## config.mk

```make
export PLATFORM = sky130hd
export DESIGN_NAME = autoneg_ability_regs
export DESIGN_NICKNAME = d
export VERILOG_FILES = /design/src/rtl/ability_pkg.sv /design/src/rtl/snap_if.sv /design/src/rtl/autoneg_ability_regs.sv /design/src/rtl/holding_store.sv
export SDC_FILE = /design/constraint.sdc
export NUM_CORES = 1
export LEC_CHECK = 0
export ABC_AREA = 1
export BUFFER_PORTS_ARGS = -buffer_cell sky130_fd_sc_hd__buf_2
export CAP_MARGIN = 20
export CORE_MARGIN = 2
export CORE_UTILIZATION = 47
export CTS_CLUSTER_SIZE = 16
export DETAILED_ROUTE_END_ITERATION = 10
export MAX_ROUTING_LAYER = met4
export PLACE_DENSITY_LB_ADDON = 0.1
export SYNTH_ARGS = -nofsm -noshare
export SYNTH_HDL_FRONTEND = slang
export SYNTH_SLANG_ARGS = --single-unit
```

## constraint.sdc

```tcl
create_clock -name CLK_SYS -period 4.25 [get_ports CLK_SYS]
set_clock_uncertainty 0.1 [all_clocks]
set_input_delay 0.6375 -clock CLK_SYS [delete_from_list [all_inputs] [get_ports CLK_SYS]]
set_output_delay 0.6375 -clock CLK_SYS [all_outputs]
set_load 0.02 [all_outputs]
```

## src/rtl/ability_pkg.sv

```systemverilog
package ability_pkg;

  // ----------------------------------------
  // Management addressing
  // ----------------------------------------
  localparam logic [4:0] MGMT_DEVAD = 5'h07;
  localparam logic [15:0] ADDR_LOCAL_HIGH = 16'h0204;
  localparam logic [15:0] ADDR_PARTNER_LOW = 16'h0205;
  localparam logic [15:0] ADDR_PARTNER_MID = 16'h0206;

  // ----------------------------------------
  // Reset values
  // ----------------------------------------
  localparam logic [15:0] RST_LOCAL_HIGH = 16'h0000;
  localparam logic [15:0] RST_PARTNER_LOW = 16'h0000;
  localparam logic [15:0] RST_PARTNER_MID = 16'h0000;
  localparam logic [15:0] RST_PARTNER_HIGH = 16'h0000;
  localparam logic [15:0] RST_READ_DATA = 16'h0000;

  // ----------------------------------------
  // Implemented bit masks
  // ----------------------------------------
  localparam logic [15:0] LOCAL_HIGH_MASK = 16'h3000;
  localparam logic [15:0] PARTNER_LOW_MASK = 16'hFC1F;
  localparam logic [15:0] PARTNER_MID_MASK = 16'h40F0;
  localparam logic [15:0] PARTNER_HIGH_MASK = 16'h7800;

  // ----------------------------------------
  // Field positions
  // ----------------------------------------
  localparam int BIT_HS_CAPABLE = 13;
  localparam int BIT_HS_REQUEST = 12;
  localparam int BIT_NEXT_PAGE = 15;
  localparam int BIT_ACK = 14;
  localparam int BIT_REMOTE_FAULT = 13;
  localparam int BIT_ROLE_FORCED = 12;
  localparam int PAUSE_MSB = 11;
  localparam int PAUSE_LSB = 10;
  localparam int SEL_MSB = 4;
  localparam int SEL_LSB = 0;
  localparam int BIT_LONG_REACH = 14;
  localparam int BIT_GIGABIT = 7;
  localparam int BIT_SHORT_REACH_FD = 6;
  localparam int BIT_FAST = 5;
  localparam int BIT_ROLE_MASTER = 4;
  localparam logic [4:0] SELECTOR_ETHERNET = 5'h01;

  // ----------------------------------------
  // Transmit level resolution states
  // ----------------------------------------
  typedef enum logic [1:0] {
    RES_IDLE = 2'b00,
    RES_EVAL = 2'b01,
    RES_DONE = 2'b10
  } res_state_t;

endpackage

```

## src/rtl/snap_if.sv

```systemverilog
`timescale 1ns/10ps
interface snap_if;
  logic capture;
  logic [31:0] live;
  logic [31:0] held;

  modport owner
  (
    output capture,
    output live,
    input held
  );

  modport store
  (
    input capture,
    input live,
    output held
  );
endinterface

```

## src/rtl/autoneg_ability_regs.sv

```systemverilog
// Operation
// RULE1: Local upper word at 0x0204, partner low/mid at 0x0205/0x0206, device 0x07.
// RULE2: Local bit 13 advertises capability for the 2.4 V p-p level.
// RULE3: Local request bit asks the partner to use the 2.4 V p-p level.
// RULE4: Either end not capable means both ends use 1.0 V p-p.
// RULE5: Both capable and either requesting means both ends use 2.4 V p-p.
// RULE6: Reading partner low word latches partner middle and high words together.
// RULE7: Partner middle word reads return the value latched at the last low read.
// RULE8: Partner low bit 15 is read-only next page request, reset zero.
// RULE9: Partner low bit 14 is read-only acknowledge of received codeword.
// RULE10: Partner low bit 13 is read-only partner remote fault.
// RULE11: Partner low bit 12 reports role preferred (0) or forced (1).
// RULE12: Partner low bits 11:10 report pause abilities, read-only.
// RULE13: Partner low bits 4:0 return received selector, 00001 for Ethernet.
// RULE14: Partner middle bit 4 reports role, 0 slave, 1 master.
// RULE15: Partner middle bits 14, 7, 6, 5 report technology abilities, read-only.
// RULE16: Reserved partner bits read zero and ignore writes.
// RULE17: Resolve transmit level only after a valid page, before data starts.
`timescale 1ns/10ps
module autoneg_ability_regs
(
  input wire logic CLK_SYS,
  input wire logic RST,
  input wire logic MGMT_RD,
  input wire logic MGMT_WR,
  input wire logic [4:0] MGMT_DEVAD,
  input wire logic [15:0] MGMT_REGAD,
  input wire logic [15:0] MGMT_WDATA,
  output logic [15:0] MGMT_RDATA,
  output logic MGMT_ACK,
  input wire logic [47:0] PAGE_RX_WORD,
  input wire logic PAGE_RX_VALID,
  input wire logic AN_RESTART,
  output logic [15:0] LOCAL_ADV_HIGH,
  output logic TX_LEVEL_HIGH,
  output logic TX_LEVEL_READY
);

  // ----------------------------------------
  // Helpers
  // ----------------------------------------
  function automatic logic hits(input logic [4:0] devad, input logic [15:0] regad,
                                input logic [15:0] target);
    hits = (devad == ability_pkg::MGMT_DEVAD) && (regad == target);
  endfunction

  function automatic logic resolve_high(input logic lcap, input logic lreq,
                                        input logic pcap, input logic preq);
    logic both_cap;
    both_cap = lcap & pcap;
    resolve_high = both_cap & (lreq | preq);
  endfunction

  // ----------------------------------------
  // Declarations
  // ----------------------------------------
  logic [15:0] local_r;
  logic [15:0] partner_low_r;
  logic [15:0] partner_mid_r;
  logic [15:0] partner_high_r;
  logic [15:0] partner_low_nxt;
  logic [15:0] partner_mid_nxt;
  logic [15:0] partner_high_nxt;
  logic [15:0] rdata_r;
  logic [15:0] rdata_nxt;
  logic ack_r;
  logic page_seen_r;
  logic level_r;
  logic ready_r;
  logic hit_local;
  logic hit_low;
  logic hit_mid;
  logic rd_low;
  logic rd_mid;
  logic [15:0] held_mid;
  ability_pkg::res_state_t state_r;
  ability_pkg::res_state_t state_nxt;
  snap_if snap ();

  // ----------------------------------------
  // Address decode
  // ----------------------------------------
  always_comb
  begin
    hit_local = hits(MGMT_DEVAD, MGMT_REGAD, ability_pkg::ADDR_LOCAL_HIGH); // RULE1
    hit_low = hits(MGMT_DEVAD, MGMT_REGAD, ability_pkg::ADDR_PARTNER_LOW); // RULE1
    hit_mid = hits(MGMT_DEVAD, MGMT_REGAD, ability_pkg::ADDR_PARTNER_MID); // RULE1
    rd_low = MGMT_RD & hit_low;
    rd_mid = MGMT_RD & hit_mid;
  end

  // ----------------------------------------
  // Local advertisement upper word
  // ----------------------------------------
  always_ff @(posedge CLK_SYS or posedge RST)
  begin
    if (RST)
    begin
      local_r <= ability_pkg::RST_LOCAL_HIGH;
    end
    else if (MGMT_WR && hit_local)
    begin
      local_r <= MGMT_WDATA & ability_pkg::LOCAL_HIGH_MASK; // RULE2 RULE3
    end
  end

  // ----------------------------------------
  // Received partner base page
  // ----------------------------------------
  always_comb
  begin
    partner_low_nxt = PAGE_RX_WORD[15:0] & ability_pkg::PARTNER_LOW_MASK; // RULE16
    partner_mid_nxt = PAGE_RX_WORD[31:16] & ability_pkg::PARTNER_MID_MASK; // RULE16
    partner_high_nxt = PAGE_RX_WORD[47:32] & ability_pkg::PARTNER_HIGH_MASK;
  end

  // Only the engine loads these; management writes are ignored
  always_ff @(posedge CLK_SYS or posedge RST)
  begin
    if (RST)
    begin
      partner_low_r <= ability_pkg::RST_PARTNER_LOW; // RULE8
      partner_mid_r <= ability_pkg::RST_PARTNER_MID;
      partner_high_r <= ability_pkg::RST_PARTNER_HIGH;
    end
    else if (PAGE_RX_VALID)
    begin
      partner_low_r <= partner_low_nxt; // RULE9 RULE10 RULE11 RULE12 RULE13
      partner_mid_r <= partner_mid_nxt; // RULE14 RULE15
      partner_high_r <= partner_high_nxt;
    end
  end

  // ----------------------------------------
  // Snapshot of middle and high words
  // ----------------------------------------
  always_comb
  begin
    snap.capture = rd_low; // RULE6
    snap.live = {partner_high_r, partner_mid_r};
    held_mid = snap.held[15:0];
  end

  holding_store u_hold
  (
    .clk(CLK_SYS),
    .rst(RST),
    .bus(snap)
  );

  // ----------------------------------------
  // Management read path
  // ----------------------------------------
  always_comb
  begin
    rdata_nxt = ability_pkg::RST_READ_DATA;
    if (hit_local)
    begin
      rdata_nxt = local_r;
    end
    else if (hit_low)
    begin
      rdata_nxt = partner_low_r;
    end
    else if (hit_mid)
    begin
      rdata_nxt = held_mid; // RULE7
    end
  end

  always_ff @(posedge CLK_SYS or posedge RST)
  begin
    if (RST)
    begin
      rdata_r <= ability_pkg::RST_READ_DATA;
      ack_r <= 1'b0;
    end
    else
    begin
      ack_r <= MGMT_RD & (hit_local | hit_low | hit_mid);
      if (MGMT_RD)
      begin
        rdata_r <= rdata_nxt;
      end
    end
  end

  // ----------------------------------------
  // Transmit level resolution
  // ----------------------------------------
  // A page arriving with a restart still counts
  always_ff @(posedge CLK_SYS or posedge RST)
  begin
    if (RST)
    begin
      page_seen_r <= 1'b0;
    end
    else if (PAGE_RX_VALID)
    begin
      page_seen_r <= 1'b1;
    end
    else if (AN_RESTART)
    begin
      page_seen_r <= 1'b0;
    end
  end

  always_comb
  begin
    state_nxt = state_r;
    case (state_r)
      ability_pkg::RES_IDLE:
      begin
        if (page_seen_r)
        begin
          state_nxt = ability_pkg::RES_EVAL; // RULE17
        end
      end
      ability_pkg::RES_EVAL:
      begin
        state_nxt = ability_pkg::RES_DONE;
      end
      ability_pkg::RES_DONE:
      begin
        state_nxt = ability_pkg::RES_DONE;
      end
      default:
      begin
        state_nxt = ability_pkg::RES_IDLE;
      end
    endcase
    if (AN_RESTART)
    begin
      state_nxt = ability_pkg::RES_IDLE;
    end
  end

  always_ff @(posedge CLK_SYS or posedge RST)
  begin
    if (RST)
    begin
      state_r <= ability_pkg::RES_IDLE;
    end
    else
    begin
      state_r <= state_nxt;
    end
  end

  // Level is frozen once resolved, until the next restart
  always_ff @(posedge CLK_SYS or posedge RST)
  begin
    if (RST)
    begin
      level_r <= 1'b0;
      ready_r <= 1'b0;
    end
    else if (AN_RESTART)
    begin
      level_r <= 1'b0;
      ready_r <= 1'b0;
    end
    else if (state_r == ability_pkg::RES_EVAL)
    begin
      level_r <= resolve_high(local_r[ability_pkg::BIT_HS_CAPABLE], // RULE4 RULE5
                              local_r[ability_pkg::BIT_HS_REQUEST],
                              partner_high_r[ability_pkg::BIT_HS_CAPABLE],
                              partner_high_r[ability_pkg::BIT_HS_REQUEST]);
      ready_r <= 1'b1; // RULE17
    end
  end

  // ----------------------------------------
  // Outputs
  // ----------------------------------------
  assign MGMT_RDATA = rdata_r;
  assign MGMT_ACK = ack_r;
  assign LOCAL_ADV_HIGH = local_r;
  assign TX_LEVEL_HIGH = level_r;
  assign TX_LEVEL_READY = ready_r;

  // ----------------------------------------
  // Checks
  // ----------------------------------------
  a_read_ack_map: assert property (@(posedge CLK_SYS) disable iff (RST) // RULE1
    MGMT_RD |=> MGMT_ACK == $past(hit_local | hit_low | hit_mid))
    else $error("Read answer does not match the address map");

  a_local_write: assert property (@(posedge CLK_SYS) disable iff (RST) // RULE2
    (MGMT_WR && hit_local) |=>
      LOCAL_ADV_HIGH == ($past(MGMT_WDATA) & ability_pkg::LOCAL_HIGH_MASK))
    else $error("Local advertisement word not written");

  a_local_readback: assert property (@(posedge CLK_SYS) disable iff (RST) // RULE3
    (MGMT_RD && hit_local && !MGMT_WR) |=> MGMT_RDATA == LOCAL_ADV_HIGH)
    else $error("Local advertisement readback mismatch");

  a_level_low: assert property (@(posedge CLK_SYS) disable iff (RST) // RULE4
    (state_r == ability_pkg::RES_EVAL && !AN_RESTART &&
     !(local_r[ability_pkg::BIT_HS_CAPABLE] && partner_high_r[ability_pkg::BIT_HS_CAPABLE]))
      |=> !TX_LEVEL_HIGH && TX_LEVEL_READY)
    else $error("Low level not chosen when one end is not capable");

  a_level_high: assert property (@(posedge CLK_SYS) disable iff (RST) // RULE5
    (state_r == ability_pkg::RES_EVAL && !AN_RESTART &&
     local_r[ability_pkg::BIT_HS_CAPABLE] && partner_high_r[ability_pkg::BIT_HS_CAPABLE] &&
     (local_r[ability_pkg::BIT_HS_REQUEST] || partner_high_r[ability_pkg::BIT_HS_REQUEST]))
      |=> TX_LEVEL_HIGH && TX_LEVEL_READY)
    else $error("High level not chosen when capable and requested");

  a_mid_read_held: assert property (@(posedge CLK_SYS) disable iff (RST) // RULE7
    rd_mid |=> MGMT_RDATA == $past(held_mid))
    else $error("Middle word read did not return latched value");

  a_low_read_live: assert property (@(posedge CLK_SYS) disable iff (RST) // RULE13
    rd_low |=> MGMT_RDATA == $past(partner_low_r))
    else $error("Low word read returned wrong value");

  a_low_read_only: assert property (@(posedge CLK_SYS) disable iff (RST) // RULE8
    (MGMT_WR && (hit_low || hit_mid) && !PAGE_RX_VALID) |=>
      $stable(partner_low_r) && $stable(partner_mid_r))
    else $error("Partner word changed by a management write");

  a_reserved_zero: assert property (@(posedge CLK_SYS) disable iff (RST) // RULE16
    MGMT_ACK |-> (partner_low_r & ~ability_pkg::PARTNER_LOW_MASK) == 16'h0000 &&
      (held_mid & ~ability_pkg::PARTNER_MID_MASK) == 16'h0000)
    else $error("Reserved partner bits not zero");

  a_page_fields: assert property (@(posedge CLK_SYS) disable iff (RST) // RULE12 RULE14
    PAGE_RX_VALID |=> partner_mid_r[ability_pkg::BIT_ROLE_MASTER] ==
      $past(PAGE_RX_WORD[16 + ability_pkg::BIT_ROLE_MASTER]) &&
      partner_low_r[ability_pkg::PAUSE_MSB:ability_pkg::PAUSE_LSB] ==
      $past(PAGE_RX_WORD[ability_pkg::PAUSE_MSB:ability_pkg::PAUSE_LSB]))
    else $error("Received page fields not reported");

  a_ready_after_page: assert property (@(posedge CLK_SYS) disable iff (RST) // RULE17
    !page_seen_r |-> !TX_LEVEL_READY)
    else $error("Transmit level ready before a page was received");

  a_ready_delay: assert property (@(posedge CLK_SYS) disable iff (RST) // RULE17
    ($rose(page_seen_r) && state_r == ability_pkg::RES_IDLE && !AN_RESTART) ##1 !AN_RESTART [*2]
      |-> TX_LEVEL_READY)
    else $error("Transmit level not resolved two cycles after page");

endmodule

```

## src/rtl/holding_store.sv

```systemverilog
`timescale 1ns/10ps
module holding_store
(
  input wire logic clk,
  input wire logic rst,
  snap_if.store bus
);

  // ----------------------------------------
  // Latched partner middle and high words
  // ----------------------------------------
  always_ff @(posedge clk or posedge rst)
  begin
    if (rst)
    begin
      bus.held <= {ability_pkg::RST_PARTNER_HIGH, ability_pkg::RST_PARTNER_MID};
    end
    else if (bus.capture)
    begin
      bus.held <= bus.live;
    end
  end

  a_snap_capture: assert property (@(posedge clk) disable iff (rst) // RULE6
    bus.capture |=> bus.held == $past(bus.live))
    else $error("Holding words not captured on low read");

  a_snap_hold: assert property (@(posedge clk) disable iff (rst) // RULE7
    !bus.capture |=> $stable(bus.held))
    else $error("Holding words changed without a low read");

endmodule

```

==> results of run 1 <==
[layout make-up]
type / count / share of cell area
multi-input combinational: 158 / 0.322
timing repair buffer: 65 / 0.130
tap: 52 / 0.0259
clock inverter: 1 / 0.00199
sequential: 45 / 0.449
clock buffer: 5 / 0.0274
inverter: 30 / 0.0449
[power by group]
group / switching (W) / leakage [nW] / internal (W)
clock network: 0.000130 / 0.0399 / 0.000108
registers: 0.00000827 / 0.588 / 0.000452
logic: 0.0000729 / 0.737 / 0.0000399
[logic make-up (layout without fill, tap and decap cells)]
family,Yosys count,after routing,share of synthesized area
other,1,16,0.00175
muxes,5,5,0.0263
and+or+nand+nor,97,97,0.202
AOI/OAI and AO/OA,38,38,0.109
DFF,45,45,0.525
buffers and inverters,52,101,0.124
adders and majority gates,2,2,0.0117
[cell usage after synthesis]
master / number / share of area
a21oi_1: 3 / 0.0070
buf_2: 3 / 0.0070
buf_4: 16 / 0.056
buf_6: 1 / 0.0053
clkbuf_1: 2 / 0.0035
conb_1: 1 / 0.0017
dfrtp_1: 45 / 0.53
ha_1: 2 / 0.012
inv_1: 28 / 0.049
inv_2: 2 / 0.0035
mux2_2: 5 / 0.026
nand2_1: 57 / 0.10
nand3_1: 7 / 0.016
nand3_2: 1 / 0.0047
nand3_4: 1 / 0.0082
nand4_1: 7 / 0.020
nor2_1: 19 / 0.033
nor2_2: 3 / 0.0088
nor2_4: 2 / 0.011
o211ai_1: 1 / 0.0035
o21ai_0: 21 / 0.049
o21ai_1: 2 / 0.0047
o21ai_2: 10 / 0.041
o21bai_1: 1 / 0.0035
[flip-flops by register name, indices dropped and copies added (netlist names)]
signal           cells
MGMT_RDATA          14
partner_low_r       11
partner_mid_r        5
u_hold.bus.held      5
LOCAL_ADV_HIGH       2
partner_high_r       2
state_r              2
MGMT_ACK             1
TX_LEVEL_HIGH        1
TX_LEVEL_READY       1
page_seen_r          1
[layer usage]
metal  routed length (um)  track usage  up-vias
met5                    0            -        -
met3                  197       0.0394        4
met4                   42       0.0629        0
met2                 1870        0.292       40
li1                     -            -      853
met1                 1870        0.230      778
[metrics by stage]
step | hold WS [ns] | setup slack [ns] | instance area, um^2 | power [W]
4_1_cts | 0.383 | 2.59 | 2510 | 0.000822
6_report | 0.379 | 2.62 | 2510 | 0.000812
2_1_floorplan | 0.353 | 2.45 | 2200 | 0.000554
3_5_place_dp | 0.363 | 2.30 | 2440 | 0.000583
5_1_grt | 0.411 | 2.45 | 2510 | 0.000860
3_3_place_gp | 0.360 | 2.32 | 2440 | 0.000579
[worst min-delay path: cells and delay by family (launching register included)]
family             cells  cell delay, ns
DFF                    1            0.34
and+or+nand+nor        1            0.06
AOI/OAI and AO/OA      1            0.05
[how the worst min path moves through the flow]
stage	start	end	slack, ns	depth (start not counted)
final	MGMT_RDATA[3]	MGMT_RDATA[3]	0.38	2
after global routing	MGMT_RDATA[2]	MGMT_RDATA[2]	0.41	2
after CTS	MGMT_RDATA[3]	MGMT_RDATA[3]	0.38	2
after detailed placement	MGMT_RDATA[2]	MGMT_RDATA[2]	0.36	2
after global placement	MGMT_RDATA[12]	MGMT_RDATA[12]	0.36	2
after floorplan	u_hold.bus.held[7]	u_hold.bus.held[7]	0.35	2
==> out/results.tsv, run 1 <==
metric	value	unit
Post-Layout Cell Count	356	
critical path endpoint category	primary output	
crit path time final	1.63	ns
total clock sinks	45	
critical path arrival	0.90	ns
grt ovf	0	
post-CTS sizing	0	
final hold viol count	0	
RSZ-0062 raised after global routing	no	
static leakage	1.36	nW
nets@finish	398	
first-pass GRT wire length	7100	um
CP Cell Sequence	buf_2	
WS Path Type	reg2out	
post-route ant nets	0	
Via density	4.71	
count of mapped cells out of synthesis	240	
initial antenna violation count	0	
sequential area share after synthesis	0.525	
FP Rows	24	
Initial Utilization	0.489	
CP startpoint	LOCAL_ADV_HIGH[12]	
hold crit path type	reg2reg	
Slew Limit Fails	0	
Setup Buffers After CTS	0	
Die ar.	5120	um^2
FF/Latch Area	1130	um^2
slowest CP cell	dfrtp_1	
Longest Clk Path Bufs	2	
port buffer count	65	
r2r worst-path depth	5	
CP Launch Type	register	
Routed WL	3980	um
Crit. path cell count	1	
run status	finished, final reports clean	
most frequent cells in the layout	buf_2, nand2_1, dfrtp_1	
TNS Setup	0	ns
Fmax achieved	0.612	GHz
Max stage delay on crit path	0.41	ns
max_cap viols	0	
synth unique cells	24	
fillers	439	
critical path buffer and inverter count	1	
number of global-route vias before repair	1635	
largest net degree at the start of global routing	46	
fin crit share	0.384	
Antenna Cells	0	
commonest non-fill, non-tap cell in the layout	buf_2	
I/O pin count	126	
Worst-Skew Late Latency	0.29	ns
worst flop-to-flop path endpoint	state_r[1]	
Worst-path clk slew	0.08	ns
Synth Warn #	0	
die width	71.5	um
global placement routability congestion	0.753	
Post-Syn Area	2140	um^2
pwr/cell area	323	nW/um^2
worst rel slew slack	0.395	
multi-input logic area	807	um^2
DRT iter0 DRCs	104	
dpl cells	350	
Core Util, Final	0.572	
flop-to-flop setup slack	3.17	ns
Synth Register Bits	45	
ratio of cells with drive above 1 in the final layout	0.316	
H-tree levels	2	
Worst Setup EP	LOCAL_ADV_HIGH[12]	
worst reg2reg startpoint	state_r[1]	
TritonCTS clock tree	built	
hold_buf cts	0	
maximum VDD drop	0.214	mV
drt first pass iters	4	
clock buffer count from CTS	5	
HPWL Detailed	2840	um
die height	71.5	um
routed len/inst	11.2	um
cell family with most CP delay	flip-flops	
Core Box Area	4380	um^2
DRC errors left	0	
Worst-Margin Slew	0.906	ns
clock root cell	clkbuf_8	
final setup violating endpoints	0	
Req. time, crit path	3.51	ns
via count	1675	
gr usage total	0.182	
Area Overhead vs Synth	17.1	%
critical-path maximum fanout	4	
Syn Area/Cell	8.93	um^2
Note: power is estimated with default switching activity, not from simulation.
==> run 2, diff against run 1 <==
Settings changed: ABC_AREA 1 to 0, CORE_UTILIZATION 47 to 43.
Clock period 4.25 ns to 1.7 ns, I/O delays scaled along.
==> run 2 against run 1 <==
The flow now finishes with violations (negative setup slack). Via count decreased by 14%. Sequential cell count unchanged. Die area increased by 3.4%. First-iteration DRC count decreased by 63%. Utilization decreased by 0.79 points. Register-to-register slack got worse by 2.6 ns.
==> out/results.tsv, run 2 <==
metric	value	unit
run status	complete, but fails checks	
failing checks	negative setup slack	
initial antenna violation count	0	
sequential area share after synthesis	0.554	
Via density	5.06	
fillers	408	
DP Area	2460	um^2
Req. time, crit path	1.78	ns
TNS Setup	-0.561	ns
hold crit path type	in2reg	
Slew Limit Fails	0	
ratio of cells with drive above 1 in the final layout	0.524	
Antenna Cells	0	
maximum VDD drop	0.463	mV
first-pass GRT wire length	6850	um
DRC errors left	0	
Final Cell Area	2610	um^2
FF/Latch Area	1130	um^2
HPWL Detailed	3230	um
final setup violating endpoints	11	
Initial Utilization	0.439	
cell with the most instances after synthesis	dfrtp_1	
via count	1441	
critical path endpoint category	register	
count of mapped cells out of synthesis	154	
area fraction of the dominant cell type after synthesis	0.554	
Post-synth EDFFs	0	
number of global-route vias before repair	1453	
Synth Register Bits	45	
final hold viol count	0	
gr usage total	0.174	
TritonCTS clock tree	built	
Longest Clk Path Bufs	2	
largest area contributor in the netlist	dfrtp_1	
largest net degree at the start of global routing	25	
total clock sinks	45	
Routed WL	4200	um
port buffer count	65	
WHS	0.0577	ns
largest cells by area after synthesis	dfrtp_1, mux2_2, buf_4	
FP Rows	25	
WS Path Type	in2reg	
Syn Area/Cell	13.2	um^2
Async SR Flop Fraction	1.00	
most instantiated cells after synthesis	dfrtp_1, mux2_2, buf_4, a22o_1, o2bb2ai_1	
fin crit share	1.11	
DRT iter0 DRCs	39	
RSZ-0062 raised after global routing	yes	
Synth Warn #	0	
drt first pass iters	3	
clock buffer count from CTS	5	
global placement routability congestion	0.710	
multi-input logic area	860	um^2
CP Launch Type	primary input	
Core Box Area	4630	um^2
pwr/cell area	861	nW/um^2
post-route ant nets	0	
crit path time final	1.88	ns
grt ovf	0	
die height	72.7	um
Post-Syn Area	2030	um^2
Die ar.	5290	um^2
critical path arrival	1.96	ns
most frequent cells in the layout	buf_2, dfrtp_1, mux2_2	
nets@finish	323	
main flop type after synthesis	dfrtp_1	
synth unique cells	34	
commonest non-fill, non-tap cell in the layout	buf_2	
Area Overhead vs Synth	28.6	%
Worst-path clk slew	0.08	ns
clock root cell	clkbuf_8	
static leakage	1.33	nW
H-tree levels	2	
PnR worst setup slack	-0.181	ns
critical-path maximum fanout	2	
routed len/inst	14.7	um
number of flip-flops in the largest register	14	
max_cap viols	0	
Setup Buffers After CTS	0	
Worst-Skew Late Latency	0.29	ns
die width	72.7	um
I/O pin count	126	
Place WS	-0.524	ns
Fmax achieved	0.532	GHz
[run 2: cell types whose count changed after synthesis, sizes merged, moves of 5 or more]
cell,before,now
nor2,24,4
o2bb2ai,0,7
nand3,9,4
mux2,5,27
o21ai,33,0
a22o,0,9
nand4,7,0
nand2,57,6
inv,30,5
[run 2: layout make-up]
cell class	instances	share of cell area
clock inverter	1	0.0115
sequential	45	0.431
timing repair buffer	75	0.163
clock buffer	7	0.0330
inverter	5	0.00718
tap	54	0.0258
multi-input combinational	98	0.329
[run 2: cells by family (layout without fill, tap and decap cells)]
| kind of cell | count (synthesis) | after routing | synth area share |
|---|---|---|---|
| buffers and inverters | 26 | 88 | 0.0819 |
| multiplexers | 28 | 28 | 0.155 |
| AND/OR/NAND/NOR | 31 | 31 | 0.105 |
| flip-flops | 45 | 45 | 0.554 |
| adder cells (fa/ha/maj) | 2 | 2 | 0.0123 |
| other | 1 | 16 | 0.00185 |
| AO/OA/AOI/OAI | 21 | 21 | 0.0905 |
[run 2: per-stage QoR]
stage / utilization / cells / power [W]
final: 0.565 / 285 / 0.00225
after global routing: 0.565 / 285 / 0.00237
after CTS: 0.563 / 285 / 0.00229
after detailed placement: 0.531 / 276 / 0.00146
after global placement: 0.531 / 276 / 0.00144
after floorplan: - / 169 / 0.00137
[run 2: worst paths after layout]
kind | start | endpoint | slack (ns) | cells past startpoint
worst min register to register | TX_LEVEL_READY | TX_LEVEL_READY | 0.39 | 2
max in group asynchronous | RST | MGMT_RDATA[10] | 0.58 | 4
min in group asynchronous | RST | MGMT_RDATA[3] | 0.43 | 3
worst max-delay path | MGMT_REGAD[10] | LOCAL_ADV_HIGH[13] | -0.18 | 5
worst max register to register | state_r[0] | state_r[1] | 0.53 | 5
worst min-delay path | AN_RESTART | TX_LEVEL_READY | 0.06 | 2
[run 2: critical path: stages]
cell and delay [ns]:
buf_6 0.09, or4_1 0.51, or3_4 0.41, nor4_4 0.35, mux2_4 0.34
[run 2: repair_timing]
action                                  CTS  global route
hold endpoints to repair                 21             0
gates cloned                              0             0
hold buffers                              1             0
pin swaps                                 3             1
endpoints found under the setup margin   16            15
gates resized for setup                   4             2
[run 2: layer usage]
metal  up-vias  share of wire  global-route usage
li1        674              -                   -
met1       704           0.44               0.219
met2        61           0.48               0.285
met3         2          0.071              0.0387
met4         0         0.0062              0.0432
met5         -              0                   -
[run 2: where the power goes]
part	internal [W]	switching (W)	total [W]	leakage, nW
registers	0.00113	0.0000313	0.00116	0.582
logic	0.000132	0.000146	0.000278	0.684
clock network	0.000479	0.000334	0.000813	0.0585
==> run 3, diff against run 2 <==
Settings changed: CORE_ASPECT_RATIO set to 0.9, GPL_TIMING_DRIVEN set to 1.
==> run 3 against run 2 <==
The flow still finishes with violations (negative setup slack). Cell count is 3.5% higher. Sequential share of layout area is 0.91 points lower. Sequential power hardly changed. Via count is 1.6% lower. Routed wire length is 7.1% higher. Critical endpoint is now LOCAL_ADV_HIGH[12]. Largest cell class unchanged. Largest power group unchanged. Highest routed layer unchanged.
==> out/results.tsv, run 3 (same netlist as run 2, synthesis figures left out) <==
metric	value	unit
run status	complete, but fails checks	
failing checks	negative setup slack	
PnR worst setup slack	-0.0234	ns
total chip power	0.00227	W
Crit. path cell count	5	
clock share of power	0.361	
TritonCTS clock tree	built	
hold crit path type	in2reg	
Die ar.	5290	um^2
max_cap viols	0	
DRT iter0 DRCs	54	
most frequent cells in the layout	buf_2, dfrtp_1, mux2_2	
gr usage total	0.181	
WS Path Type	in2reg	
cell family with most CP delay	simple AND/OR/NAND/NOR gates	
via count	1418	
slowest CP cell	or4_4	
critical path buffer and inverter count	1	
Via density	4.81	
CP Cell Sequence	buf_6 -> or4_4 -> or3_4 -> nor4_4 -> mux2_1	
final setup violating endpoints	2	
Core Box Area	4490	um^2
Post-Layout Cell Count	295	
r2r worst-path depth	5	
drt first pass iters	4	
routed len/inst	15.2	um
Req. time, crit path	1.78	ns
largest net degree at the start of global routing	21	
post-route ant nets	0	
RSZ-0062 raised after global routing	yes	
clock buffer count from CTS	5	
fin crit share	1.01	
Area Overhead vs Synth	31.4	%
H-tree levels	2	
crit path time final	1.72	ns
ratio of cells with drive above 1 in the final layout	0.532	
total clock sinks	45	
clock root cell	clkbuf_8	
NetSw	0.000523	W
worst reg2reg startpoint	state_r[0]	
Cell Int Power	0.00174	W
Max stage delay on crit path	0.51	ns
Routed WL	4490	um
Core Util, Final	0.595	
Worst-Skew Late Latency	0.29	ns
CP startpoint	MGMT_REGAD[5]	
Longest Clk Path Bufs	2	
maximum VDD drop	0.571	mV
I/O pin count	126	
die width	76.5	um
static leakage	1.35	nW
worst flop-to-flop path endpoint	state_r[1]	
dpl cells	285	
critical-path maximum fanout	2	
grt ovf	0	
Slew Limit Fails	0	
Worst Setup EP	LOCAL_ADV_HIGH[12]	
Fmax achieved	0.580	GHz
DRC errors left	0	
Initial Utilization	0.453	
final hold viol count	0	
global placement routability congestion	0.756	
number of flip-flops in the largest register	14	
die height	69.2	um
register share of total power	0.512	
nets@finish	325	
initial antenna violation count	0	
critical path arrival	1.81	ns
flop-to-flop setup slack	0.53	ns
Sw Share	0.231	
first-pass GRT wire length	7350	um
commonest non-fill, non-tap cell in the layout	buf_2	
FP Rows	23	
critical path endpoint category	register	
port buffer count	65	
pwr/cell area	849	nW/um^2
Antenna Cells	0	
HPWL Detailed	3400	um
CP Launch Type	primary input	
number of global-route vias before repair	1518	
Worst-path clk slew	0.08	ns
combinational power share	0.127	
-- run 3: final cells by class --
class	count	area, um^2
inverter	5	18.8
fill	399	1820
sequential	45	1130
multi-input combinational	98	877
tap	62	77.6
clock inverter	1	30.0
timing repair buffer	77	454
clock buffer	7	86.3
-- run 3: how the worst min path moves through the flow --
stage                     depth (start not counted)             end        from
after detailed placement                          2     page_seen_r         RST
after global routing                              2  TX_LEVEL_READY  AN_RESTART
after CTS                                         2   TX_LEVEL_HIGH  AN_RESTART
after global placement                            2     page_seen_r         RST
final                                             2   TX_LEVEL_HIGH  AN_RESTART
after floorplan                                   1   TX_LEVEL_HIGH  AN_RESTART
-- run 3: per-stage QoR --
step	TNS, ns	instance area [um^2]	worst slack, ns	hold WS [ns]
2_1_floorplan	-2.15	2130	-0.321	0.218
3_3_place_gp	-6.74	2460	-0.458	0.164
3_5_place_dp	-7.14	2460	-0.485	0.171
4_1_cts	-0.0545	2620	-0.0197	0.0410
5_1_grt	-0.183	2670	-0.0497	0.0499
6_report	-0.0305	2670	-0.0234	0.0522
-- run 3: what timing repair did --
action | CTS | global route
setup buffers | 0 | 1
gates resized for setup | 6 | 10
endpoints found under the hold margin | 18 | 0
pin swaps | 3 | 2
hold buffers | 1 | 0
setup endpoints to repair | 15 | 14
-- run 3: power groups by stage --
stage                     clock network, W  logic, W  registers [W]
after floorplan                          0  0.000196        0.00118
after global placement                   0  0.000264        0.00118
after detailed placement                 0  0.000278        0.00118
after CTS                         0.000844  0.000283        0.00116
after global routing              0.000907  0.000318        0.00117
final                             0.000819  0.000288        0.00116
-- run 3: routing by layer --
metal,up-vias,GRT usage,wire length [um],part of all wire
met3,7,0.0378,157,0.035
met2,38,0.290,2270,0.51
li1,674,-,-,-
met4,0,0.0606,70,0.016
met1,699,0.231,2000,0.44
met5,-,-,0,0
